$ cat src/verilog/fpi_params.svh
/*
  Constants of the coprocessor intake: instruction fields, operand word
  layout, scratchpad fields and reset values.
  Assumes inclusion before the package and the intake module.
*/
`ifndef FPI_PARAMS_SVH
`define FPI_PARAMS_SVH

`define FPI_OPC_HI     15
`define FPI_OPC_LO     12
`define FPI_OPC_FP     4'hf
`define FPI_STORE_BIT  11
`define FPI_FMT_HI     7
`define FPI_FMT_LO     6
`define FPI_AC_HI      2
`define FPI_AC_LO      0
`define FPI_AC_MAX     3'h5
`define FPI_IR_RST     16'h0000
`define FPI_WORD_RST   16'h0000
`define FPI_BYTE_ZERO  8'h00
`define FPI_EXP_RST    8'h00
`define FPI_ENTRIES    16
`define FPI_ENT_LOAD   4'h6
`define FPI_ENT_ZERO   4'hf
`define FPI_CNT_RST    2'h0
`define FPI_CNT_STEP   2'h1
`define FPI_CNT_W1     2'h1
`define FPI_CNT_W3     2'h3
`define FPI_LAST_I     2'h0
`define FPI_LAST_LF    2'h1
`define FPI_LAST_D     2'h3
`define FPI_SIGN_BIT   15
`define FPI_EXP_HI     14
`define FPI_EXP_LO     7
`define FPI_FRAC7_HI   6
`define FPI_ST_HI      15
`define FPI_ST_LO      8
`define FPI_Q_SHIFT_HI 30
`define FPI_OVF_LOAD   1'h0
`define FPI_HIDDEN     1'h1
`define FPI_GUARD_ZERO 3'h0
`define FPI_D_ZERO     19'h00000
`define FPI_HI_ZERO    25'h0000000
`define FPI_LO_ZERO    35'h000000000
`define FPI_OVF_BIT    59
`define FPI_FA_HI      58
`define FPI_FA_LO      51
`define FPI_FB_HI      50
`define FPI_FB_LO      35
`define FPI_FC_HI      34
`define FPI_FC_LO      19
`define FPI_FD_HI      18
`define FPI_FD_LO      3
`define FPI_BUS_HI     58
`define FPI_BUS_LO     3

`endif

$ cat src/verilog/fpi_pkg.sv
/*
  Types of the coprocessor intake: sequencer states, operand formats and
  scratchpad load kinds.
  Assumes nothing of its surroundings.
*/
`default_nettype none
package fpi_pkg;
  typedef enum logic [2:0] {
    ST_IDLE   = 3'h0,
    ST_DECODE = 3'h1,
    ST_LOAD   = 3'h2,
    ST_STORE  = 3'h3,
    ST_DONE   = 3'h4
  } fpi_state_e;
  typedef enum logic [1:0] {
    FMT_I = 2'h0,
    FMT_L = 2'h1,
    FMT_F = 2'h2,
    FMT_D = 2'h3
  } fpi_fmt_e;
  typedef enum logic [1:0] {
    WR_NONE = 2'h0,
    WR_HI   = 2'h1,
    WR_LO32 = 2'h2,
    WR_I16  = 2'h3
  } fpi_wr_e;
endpackage
`default_nettype wire

$ cat src/verilog/fpi_intake.sv
/*
  Instruction and operand intake of a floating-point coprocessor: shadow
  instruction registers, input mux, input buffers and fraction scratchpad.
  Assumes the host CPU on the same clock, driving all strobes synchronously.
*/
// Summary of operation
// - Opcode with top four bits set is a floating-point instruction.
// - Every instruction loaded by the CPU is also captured here.
// - Executing register loads only when idle and instruction not aborted.
// - Executing instruction is decoded; floating ones start their sequence.
// - Load class waits for operands, completes as the scratchpad is written.
// - Next floating instruction waits until the current one finishes.
// - Store class executes at once, then drives result onto input bus.
// - Input mux picks fetch lines or CPU output lines.
// - Double words one and two give sign, exponent, fraction bits 57-35.
// - Double words three and four go to fraction bits 34-03.
// - Single operand loads like first two words of a double.
// - Long integer halves go to buffers, then scratchpad bits 34-03.
// - Short integer goes to high buffer, then scratchpad bits 34-19.
// - Quotient bits shift left into buffers, then go to an accumulator.
// - Status high byte lands right-justified in low buffer, upper zero.
// - Scratchpad holds sixteen 60-bit words, written from ALU and muxes.
// - Word fields: overflow, A, B, C, D and guard bits.
// - Entries numbered 0 to 17 octal; only 0-5 visible to programs.
// - Operands and results travel on a 56-bit internal bus.
// - Fetched register loads only while the load enable is low.
// - Attention is raised when the coprocessor is ready to proceed.
`include "fpi_params.svh"
`default_nettype none
module fpi_intake
  import fpi_pkg::*;
(
  input  wire logic        ref_clk_in,
  input  wire logic        rst_n_in,
  input  wire logic        instr_load_enable_n_in,
  input  wire logic [15:0] cpu_fetch_data_lines_in,
  input  wire logic [15:0] cpu_output_data_lines_in,
  input  wire logic        operand_via_output_in,
  input  wire logic        status_load_in,
  input  wire logic        op_word_valid_in,
  input  wire logic        coproc_select_in,
  input  wire logic        cpu_abort_strobe_in,
  input  wire logic        coproc_init_in,
  input  wire logic        quot_shift_in,
  input  wire logic        quot_bit_in,
  input  wire logic        quot_done_in,
  input  wire logic        alu_wr_in,
  input  wire logic [3:0]  alu_wr_idx_in,
  input  wire logic [59:0] alu_result_in,
  input  wire logic [3:0]  scratch_rd_idx_in,
  output logic [15:0]      fetched_instr_out,
  output logic [15:0]      executing_instr_out,
  output logic             coproc_busy_out,
  output logic             coproc_attention_out,
  output logic [15:0]      cpu_input_bus_out,
  output logic             cpu_input_bus_oe_out,
  output logic             sign_hold_out,
  output logic [7:0]       exponent_hold_out,
  output logic [59:0]      scratch_rd_data_out,
  output logic [55:0]      internal_fraction_bus_out
);

  ////////////////////////////////////////////////////////////////////////
  // Decode functions
  function automatic logic is_fp(input logic [15:0] ir);
    is_fp = ir[`FPI_OPC_HI:`FPI_OPC_LO] == `FPI_OPC_FP;
  endfunction
  function automatic logic [1:0] last_idx(input fpi_fmt_e f);
    unique case (f)
      FMT_I:   last_idx = `FPI_LAST_I;
      FMT_D:   last_idx = `FPI_LAST_D;
      default: last_idx = `FPI_LAST_LF;
    endcase
  endfunction

  ////////////////////////////////////////////////////////////////////////
  // State
  fpi_state_e  state_q, state_d;
  fpi_wr_e     wr_q, wr_d, word_wr;
  logic        fin_q, fin_d;
  logic [1:0]  cnt_q, cnt_d;
  logic        pend_q;
  logic [15:0] fetched_q, exec_q;
  logic [15:0] buf_hi_q, buf_hi_d, buf_lo_q, buf_lo_d;
  logic        sign_q;
  logic [7:0]  exp_q;
  logic [15:0] result_q;
  logic [59:0] sp_q [`FPI_ENTRIES];
  logic [59:0] rd_q;
  logic [55:0] bus_q;
  logic [3:0]  sp_idx;
  logic        we_hi, we_lo;
  logic [59:0] wr_word;

  ////////////////////////////////////////////////////////////////////////
  // Decoding and selection
  wire        sel_out   = status_load_in | operand_via_output_in;
  wire [15:0] in_word   = sel_out ? cpu_output_data_lines_in
                                  : cpu_fetch_data_lines_in;
  wire        abort     = cpu_abort_strobe_in & coproc_select_in;
  wire        init      = coproc_init_in & coproc_select_in;
  wire        ld_fetch  = !instr_load_enable_n_in;
  wire        take      = state_q == ST_IDLE && pend_q && !abort;
  wire        exec_fp   = is_fp(exec_q);
  wire        exec_st   = exec_q[`FPI_STORE_BIT];
  wire [2:0]  ac        = exec_q[`FPI_AC_HI:`FPI_AC_LO];
  wire        ac_vis    = ac <= `FPI_AC_MAX;
  wire [3:0]  tgt       = ac_vis ? {1'h0, ac} : `FPI_ENT_LOAD;
  fpi_fmt_e   fmt;
  assign fmt = fpi_fmt_e'(exec_q[`FPI_FMT_HI:`FPI_FMT_LO]);
  wire        word_in   = state_q == ST_LOAD && op_word_valid_in;
  wire        last_word = cnt_q == last_idx(fmt);
  wire        float_fmt = fmt == FMT_F || fmt == FMT_D;
  wire        hold_se   = word_in && cnt_q == `FPI_CNT_W1 && float_fmt;
  wire [31:0] quot_cat  = {buf_hi_q, buf_lo_q};
  assign word_wr = (fmt == FMT_I) ? WR_I16 :
                   (cnt_q == `FPI_CNT_W1) ?
                     ((fmt == FMT_L) ? WR_LO32 : WR_HI) :
                   (cnt_q == `FPI_CNT_W3) ? WR_LO32 : WR_NONE;
  // Scratchpad load words built from the input buffers
  wire [59:0] ld_hi_word = {`FPI_OVF_LOAD, `FPI_HIDDEN,
                            buf_hi_q[`FPI_FRAC7_HI:0], buf_lo_q, `FPI_LO_ZERO};
  wire [59:0] ld_lo_word = {`FPI_HI_ZERO, buf_hi_q, buf_lo_q, `FPI_GUARD_ZERO};
  wire [59:0] ld_i_word  = {`FPI_HI_ZERO, buf_hi_q, `FPI_D_ZERO};

  ////////////////////////////////////////////////////////////////////////
  // Sequencer next state
  always_comb begin
    state_d = state_q;
    cnt_d   = cnt_q;
    wr_d    = WR_NONE;
    fin_d   = 1'h0;
    unique case (state_q)
      ST_IDLE: begin
        if (take) state_d = ST_DECODE;
      end
      ST_DECODE: begin
        cnt_d = `FPI_CNT_RST;
        if (!exec_fp) state_d = ST_IDLE;
        else if (exec_st) state_d = ST_STORE;
        else state_d = ST_LOAD;
      end
      ST_LOAD: begin
        if (op_word_valid_in) begin
          cnt_d = 2'(cnt_q + `FPI_CNT_STEP);
          wr_d  = word_wr;
          fin_d = last_word;
        end
        if (wr_q != WR_NONE && fin_q) state_d = ST_DONE;
      end
      ST_STORE: state_d = ST_DONE;
      ST_DONE:  state_d = ST_IDLE;
      default:  state_d = ST_IDLE;
    endcase
    if (abort || init) begin
      state_d = ST_IDLE;
      wr_d    = WR_NONE;
    end
  end

  ////////////////////////////////////////////////////////////////////////
  // Input buffer next values
  always_comb begin
    buf_hi_d = buf_hi_q;
    buf_lo_d = buf_lo_q;
    if (status_load_in) begin
      buf_lo_d = {`FPI_BYTE_ZERO, in_word[`FPI_ST_HI:`FPI_ST_LO]};
    end else if (quot_shift_in) begin
      {buf_hi_d, buf_lo_d} = {quot_cat[`FPI_Q_SHIFT_HI:0], quot_bit_in};
    end else if (word_in) begin
      if (cnt_q[0]) buf_lo_d = in_word;
      else buf_hi_d = in_word;
    end
  end

  ////////////////////////////////////////////////////////////////////////
  // Scratchpad write selection
  always_comb begin
    sp_idx  = alu_wr_idx_in;
    we_hi   = alu_wr_in;
    we_lo   = alu_wr_in;
    wr_word = alu_result_in;
    if (wr_q != WR_NONE || quot_done_in) begin
      sp_idx = tgt;
      we_hi  = wr_q == WR_HI;
      we_lo  = wr_q != WR_HI;
      unique case (wr_q)
        WR_HI:   wr_word = ld_hi_word;
        WR_I16:  wr_word = ld_i_word;
        default: wr_word = ld_lo_word;
      endcase
    end
  end

  ////////////////////////////////////////////////////////////////////////
  // Registers
  always_ff @(posedge ref_clk_in) begin
    if (!rst_n_in) begin
      state_q <= ST_IDLE;
      wr_q    <= WR_NONE;
      fin_q   <= 1'h0;
      cnt_q   <= `FPI_CNT_RST;
    end else begin
      state_q <= state_d;
      wr_q    <= wr_d;
      fin_q   <= fin_d;
      cnt_q   <= cnt_d;
    end
  end

  always_ff @(posedge ref_clk_in) begin
    if (!rst_n_in || init) begin
      fetched_q <= `FPI_IR_RST;
      exec_q    <= `FPI_IR_RST;
      pend_q    <= 1'h0;
    end else begin
      if (ld_fetch) fetched_q <= cpu_fetch_data_lines_in;
      if (take) exec_q <= fetched_q;
      if (ld_fetch) pend_q <= 1'h1;
      else if (take || abort) pend_q <= 1'h0;
    end
  end

  always_ff @(posedge ref_clk_in) begin
    if (!rst_n_in || init) begin
      buf_hi_q <= `FPI_WORD_RST;
      buf_lo_q <= `FPI_WORD_RST;
      sign_q   <= 1'h0;
      exp_q    <= `FPI_EXP_RST;
      result_q <= `FPI_WORD_RST;
    end else begin
      buf_hi_q <= buf_hi_d;
      buf_lo_q <= buf_lo_d;
      if (hold_se) begin
        sign_q <= buf_hi_q[`FPI_SIGN_BIT];
        exp_q  <= buf_hi_q[`FPI_EXP_HI:`FPI_EXP_LO];
      end
      if (state_q == ST_STORE) result_q <= sp_q[tgt][`FPI_FB_HI:`FPI_FB_LO];
    end
  end

  // Scratchpad; the top entry stays zero as a constant source
  always_ff @(posedge ref_clk_in) begin
    for (int i = 0; i < `FPI_ENTRIES; i++) begin
      if (!rst_n_in) begin
        sp_q[i] <= '0;
      end else if (4'(i) == sp_idx && sp_idx != `FPI_ENT_ZERO) begin
        if (we_hi) sp_q[i][`FPI_OVF_BIT:`FPI_FB_LO] <=
          wr_word[`FPI_OVF_BIT:`FPI_FB_LO];
        if (we_lo) sp_q[i][`FPI_FC_HI:0] <= wr_word[`FPI_FC_HI:0];
      end
    end
  end

  always_ff @(posedge ref_clk_in) begin
    if (!rst_n_in) begin
      rd_q  <= '0;
      bus_q <= '0;
    end else begin
      rd_q  <= sp_q[scratch_rd_idx_in];
      bus_q <= sp_q[scratch_rd_idx_in][`FPI_BUS_HI:`FPI_BUS_LO];
    end
  end

  ////////////////////////////////////////////////////////////////////////
  // Outputs
  assign fetched_instr_out         = fetched_q;
  assign executing_instr_out       = exec_q;
  assign coproc_busy_out           = state_q != ST_IDLE;
  assign coproc_attention_out      = state_q == ST_DONE;
  assign cpu_input_bus_oe_out      = state_q == ST_DONE && exec_st;
  assign cpu_input_bus_out         = result_q;
  assign sign_hold_out             = sign_q;
  assign exponent_hold_out         = exp_q;
  assign scratch_rd_data_out       = rd_q;
  assign internal_fraction_bus_out = bus_q;
endmodule
`default_nettype wire

$ cat config.mk
export PLATFORM = sky130hd
export DESIGN_NAME = fpi_intake
export DESIGN_NICKNAME = d
export VERILOG_FILES = /design/src/verilog/fpi_pkg.sv /design/src/verilog/fpi_intake.sv
export VERILOG_INCLUDE_DIRS = /design/src /design/src/verilog
export SDC_FILE = /design/constraint.sdc
export NUM_CORES = 2
export LEC_CHECK = 0
export ABC_AREA = 1
export BUFFER_PORTS_ARGS = -buffer_cell sky130_fd_sc_hd__buf_2
export CAP_MARGIN = 10
export CORE_MARGIN = 3
export CORE_UTILIZATION = 30
export DETAILED_ROUTE_END_ITERATION = 16
export MAX_ROUTING_LAYER = met4
export PLACE_DENSITY = 0.56
export SLEW_MARGIN = 30
export SYNTH_ARGS = -nofsm -noshare
export SYNTH_HDL_FRONTEND = slang
export SYNTH_SLANG_ARGS = --single-unit
$ cat constraint.sdc
create_clock -name ref_clk_in -period 7.5 [get_ports ref_clk_in]
set_input_delay 1.5 -clock ref_clk_in [delete_from_list [all_inputs] [get_ports ref_clk_in]]
set_output_delay 1.5 -clock ref_clk_in [all_outputs]
set_load 0.03 [all_outputs]
* Word-level counts from Yosys, hierarchy flattened
Memory sizes are Yosys's and may differ from the RTL's. A register that Yosys moved wholly into a read port is not among the register bits.
Cells that the tools add are included.
** Storage, ports and cells
- ROM bits :: 0
- Register bits :: 198
- Memory bits (writable) :: 960
- Latch bits :: 0
- Input port bits :: 113
- Word-level logic and storage cells :: 299
- Memories kept :: 1
** Operators by class
- Shift operators :: 0
- Multipliers :: 0
- Add/sub/neg operators :: 1
- Order comparisons :: 1
- Bitwise operators :: 39
- Divide/modulo/power cells :: 0
- Eq/ne operators :: 35
- Mux-type cells :: 159
- Reduce and logical (&&, ||, !) cells :: 49
** Memory list
- sp_q :: words 16, bits a word 60, read ports 2, clocked after Yosys merged registers in 1, write ports 16, line fpi_intake.sv:88 : logic [59:0] sp_q [`FPI_ENTRIES];
** Operator list (number)
- two-way mux 35 bit :: 16
- two-way mux 25 bit :: 16
- one-hot mux 59 bit (2 select lines) :: 1
- two-way mux 16 bit :: 7
- two-way mux 1 bit :: 104
- two-way mux 60 bit :: 1
- OR 1 bit :: 33
- == test 4 bit, first input constant :: 8
- logical AND 1 bit :: 23
- == test 3 x 4 -> 1 bit, first input constant :: 4
- two-way mux 2 bit :: 6
- one-hot mux 3 bit (4 select lines) :: 1
- two-way mux 3 bit :: 3
- nonzero test 3 bit :: 3
- == test 2 bit, second input constant :: 4
- == test 2 x 4 -> 1 bit, first input constant :: 2
- two-way mux 8 bit :: 1
- one-hot mux 2 bit (2 select lines) :: 2
- AND reduction 2 bit :: 4
- nonzero test 2 bit :: 4
- == test 2 x 1 -> 1 bit, second input constant :: 3
- == test 3 x 2 -> 1 bit, second input constant :: 2
- inequality test 2 x 1 -> 1 bit, second input constant :: 3
- inequality test 2 bit, second input constant :: 3
- 19 further kinds :: 30

* Depth between registers and ports, before layout
- Depth after elaboration :: 9
- Gate-level depth with buffers :: 11
- Mapped depth without buffers :: 9

* Worst setup path after synthesis
Ideal clock, no wire load.
- Path type :: input-to-reg
- Start :: input quot_done_in
- End :: memory sp_q[14][0] (enable)
- Stages :: 8
- Library setup time :: 0.393 ns
- Path slack :: 3.932 ns
- Arrival :: 3.176 ns
- Data required time :: 7.107 ns
- Cells stage by stage :: inv_1 > nand2_4 > o21ai_0 > inv_1 > buf_4 > buf_2 > nand3_1 > nand2_1
** RTL lines
- start: declaration :: line fpi_intake.sv:46 : input wire logic quot_done_in,
- end: declaration :: line fpi_intake.sv:88

==> metrics.md <==
| Metric | Value |
|---|---|
| Fmax | 232.9 MHz |
| Hpwl dp | 99.75 mm |
| Vias in the first global route | 36790 |
| Worst hold slack | 0.4664 ns |
| Worst-path clk slew | 0.06 ns |
| Power per cell area | 255.9 nW/um^2 |
| Worst Tran Pin Value | 1.068 ns |
| Worst Path Buf+Inv | 4 |
| Yosys warns | 0 |
| Die extent in x | 408.7 um |
| Setup repair after global routing missed its margin | no |
| Synth Flop Type | edfxtp_1 |
| Root Buffer | clkbuf_16 |
| Worst vdd ir | 0.0001894 V |
| DR WL/cell | 23.58 um |
| Io pins | 289 |
| Clk buf depth | 3 |
| H-tree levels | 3 |
| Period minus WS final | 4.294 ns |
| Routed Antenna Nets | 0 |
| CP Launch Type | flop |
| Required time worst endpoint | 7.97 ns |
| Mapped Cells | 5235 |
| DR iter-0 viols | 4425 |
| First-pass GRT wire length | 255.1 mm |
| Drt first pass iters | 6 |
| Number of fill cells | 16390 |
| Slowest cell on the critical path | nand2_2 |
| Hold Path Class | reg2reg |
| Synth unique cells | 37 |
| Final hold violation count | 0 |
| Final wirelength | 177.0 mm |
| Status | finished clean |
| Cts hold-fix bufs | 0 |
| # Post-CTS Setup Buffers | 0 |
| Placed Cells | 7291 |
| Max_slew headroom | 28.07% |
| Post-layout net count | 5357 |
| DRC | 0 |
| Clk sinks | 1058 |
| Gp weighted congestion | 0.8711 |
| Num CTS Buffers | 109 |
| Clock Latency Late Sink | 0.75 ns |
| Critical path's top delay family | simple AND/OR/NAND/NOR gates |
| TritonCTS clock tree | done |
| Row count | 147 |
| Synthesized area | 48660 um^2 |
| Crit path capture type | flop |
| Placed Area | 51190 um^2 |
| Total grt overflow | 0 |
| Final instance area | 55170 um^2 |
| Die height | 408.7 um |
| Arrival @ worst endpoint | 4.76 ns |
| Fin Setup TNS | 0 ns |
| Critical-path cell list | buf_4, nand2_2, nand2_4, buf_4, inv_2, nand2_1, nand2_2, nand2_1, nor2_1, nand3_4, buf_4, nor2_1 |
| Gr usage total | 21.14% |
| Max cap viols | 0 |
| Fin worst setup slack | 3.206 ns |
| Max incr delay on CP | 0.56 ns |
| Layout cells sized above 1 | 13.56% |
| FF-to-FF setup slack | 3.21 ns |
| Seq cells post-synth | 1058 |
| Avg Vias per Cell | 5.135 |
| Net Count, Synth | 5350 |
| Area Overhead vs Synth | 13.39% |
| Vias | 38550 |
| Synth async-reset ratio | 0% |
| Final worst-path cycle share | 57.25% |
| Non-Filler Instances | 7507 |
| Final Slew Violations | 0 |
| Count of port buffers added during placement | 288 |
| Initial antenna violation count | 10 |
| Sequential fraction of the synthesis area | 62.05% |
| Crit Path Category | reg2reg |
| Leakage power | 21.14 nW |
| Largest net degree at the start of global routing | 151 |
| Core ar. | 160900 um^2 |
| Final setup fails | 0 |
| Worst Path Max Fanout | 42 |
| Initial Util | 30.23% |
| # resized after CTS | 0 |
| Average size of a mapped cell | 9.294 um^2 |
| Crit-path most repeated cell | buf_4 |
| Post-synth EDFFs | 900 |
| Clk_skew | 0.04860 ns |
| Dpl ws | 3.083 ns |
| Full die area | 167100 um^2 |
==> tightest hold or removal path, stage by stage, from the launching register on <==
cell	delay (ns)
dfxtp_1	0.31
nand2_1	0.06
a21oi_1	0.05
==> per-stage QoR <==
stage	power [mW]	util (%)
after floorplan	7.731	-
after detailed placement	8.275	31.81
final	14.12	34.28
after global routing	14.53	34.28
after global placement	8.264	31.77
after CTS	14.17	34.24
==> synth_stat cells (2+ instances only) <==
cell type	n	share of area, %
nand2_1	794	6.1
ha_1	2	0.051
nand3_4	8	0.29
nand2_2	6	0.077
o211ai_1	102	1.6
buf_2	164	1.7
o21ai_0	300	3.1
buf_6	20	0.46
nor2_1	1586	12
or2_2	56	0.72
nand2_4	4	0.093
nand4_2	7	0.18
a21oi_1	153	1.6
buf_1	34	0.26
nor3_1	4	0.041
inv_1	168	1.3
buf_4	71	1.1
clkinv_1	3	0.023
edfxtp_1	900	56
o21ai_1	2	0.021
inv_2	39	0.30
dfxtp_1	158	6.5
nand3_2	8	0.16
nor2_4	11	0.25
nand4_1	12	0.15
clkbuf_1	166	1.3
nand3_1	429	4.4
o31ai_1	16	0.25
nand3b_1	4	0.062
==> registers in the layout (all words and copies together), names as in the netlist <==
register             cells
exponent_hold_out        8
wr_q                     2
fetched_instr_out       16
fin_q                    1
state_q                  3
buf_hi_q                16
sign_hold_out            1
cnt_q                    2
pend_q                   1
cpu_input_bus_out       16
buf_lo_q                16
sp_q                   900
scratch_rd_data_out     60
executing_instr_out     16
==> report_power, final <==
group          internal [mW]  total, mW  leakage [nW]  switching [mW]
Sequential              6.64       6.76          10.6           0.119
Clock                   3.48       5.96          1.91            2.48
Combinational          0.308       1.40          8.58            1.09
Total                   10.4       14.1          21.1            3.69
==> cells in the final DEF (no fill, tap or decap), types with 13 or more instances in the layout <==
master     count
a21oi_1      152
buf_2        284
buf_4         61
bufinv_16     18
clkbuf_16    110
clkbuf_8      16
clkinv_2      24
dfxtp_1      157
edfxtp_1     900
inv_1        166
inv_2         38
nand2_1      762
nand2_2       28
nand2_4       13
nand3_1      427
nor2_1      1582
o211ai_1     102
o21ai_0      298
o31ai_1       16
or2_2         56
==> path summary, 6_finish.rpt <==
kind                     startpoint      endpoint  cells after the start
max          executing_instr_out[2]   sp_q[7][11]                     12
min                    buf_lo_q[12]  buf_lo_q[12]                      2
max reg2reg  executing_instr_out[2]   sp_q[7][11]                     12
min reg2reg            buf_lo_q[12]  buf_lo_q[12]                      2
==> metal layers <==
layer | global-route usage [%] | part of all wire [%] | up-vias
met5 | - | 0 | -
met4 | 8.207 | 4.0 | 0
met3 | 3.646 | 8.9 | 364
met2 | 33.11 | 46 | 2043
met1 | 27.33 | 41 | 18800
li1 | - | - | 17340
==> kinds of logic (layout without fill, tap and decap cells) <==
group           Yosys count  after routing  share of synthesized area [%]
compound gates          576            576                          6.557
buf+inv                 666            769                          6.421
other cells               0              9                              0
xor+xnor                  1              1                        0.01800
flops                  1058           1058                          62.05
fa+ha+maj                 2              2                        0.05142
simple gates           2932           2932                          24.91
==> cell type report <==
class	count	area [um^2]	share of cell area (%)
diodes	9	22.52	0.04082
flip-flops and latches	1058	30190	54.72
clock inverters	69	899.6	1.631
well taps	2160	2703	4.899
inverters	211	814.5	1.476
multi-input cells	3511	15550	28.18
repair buffers	351	1976	3.581
clock buffers	138	3018	5.470
(Power assumes the default switching activity.)
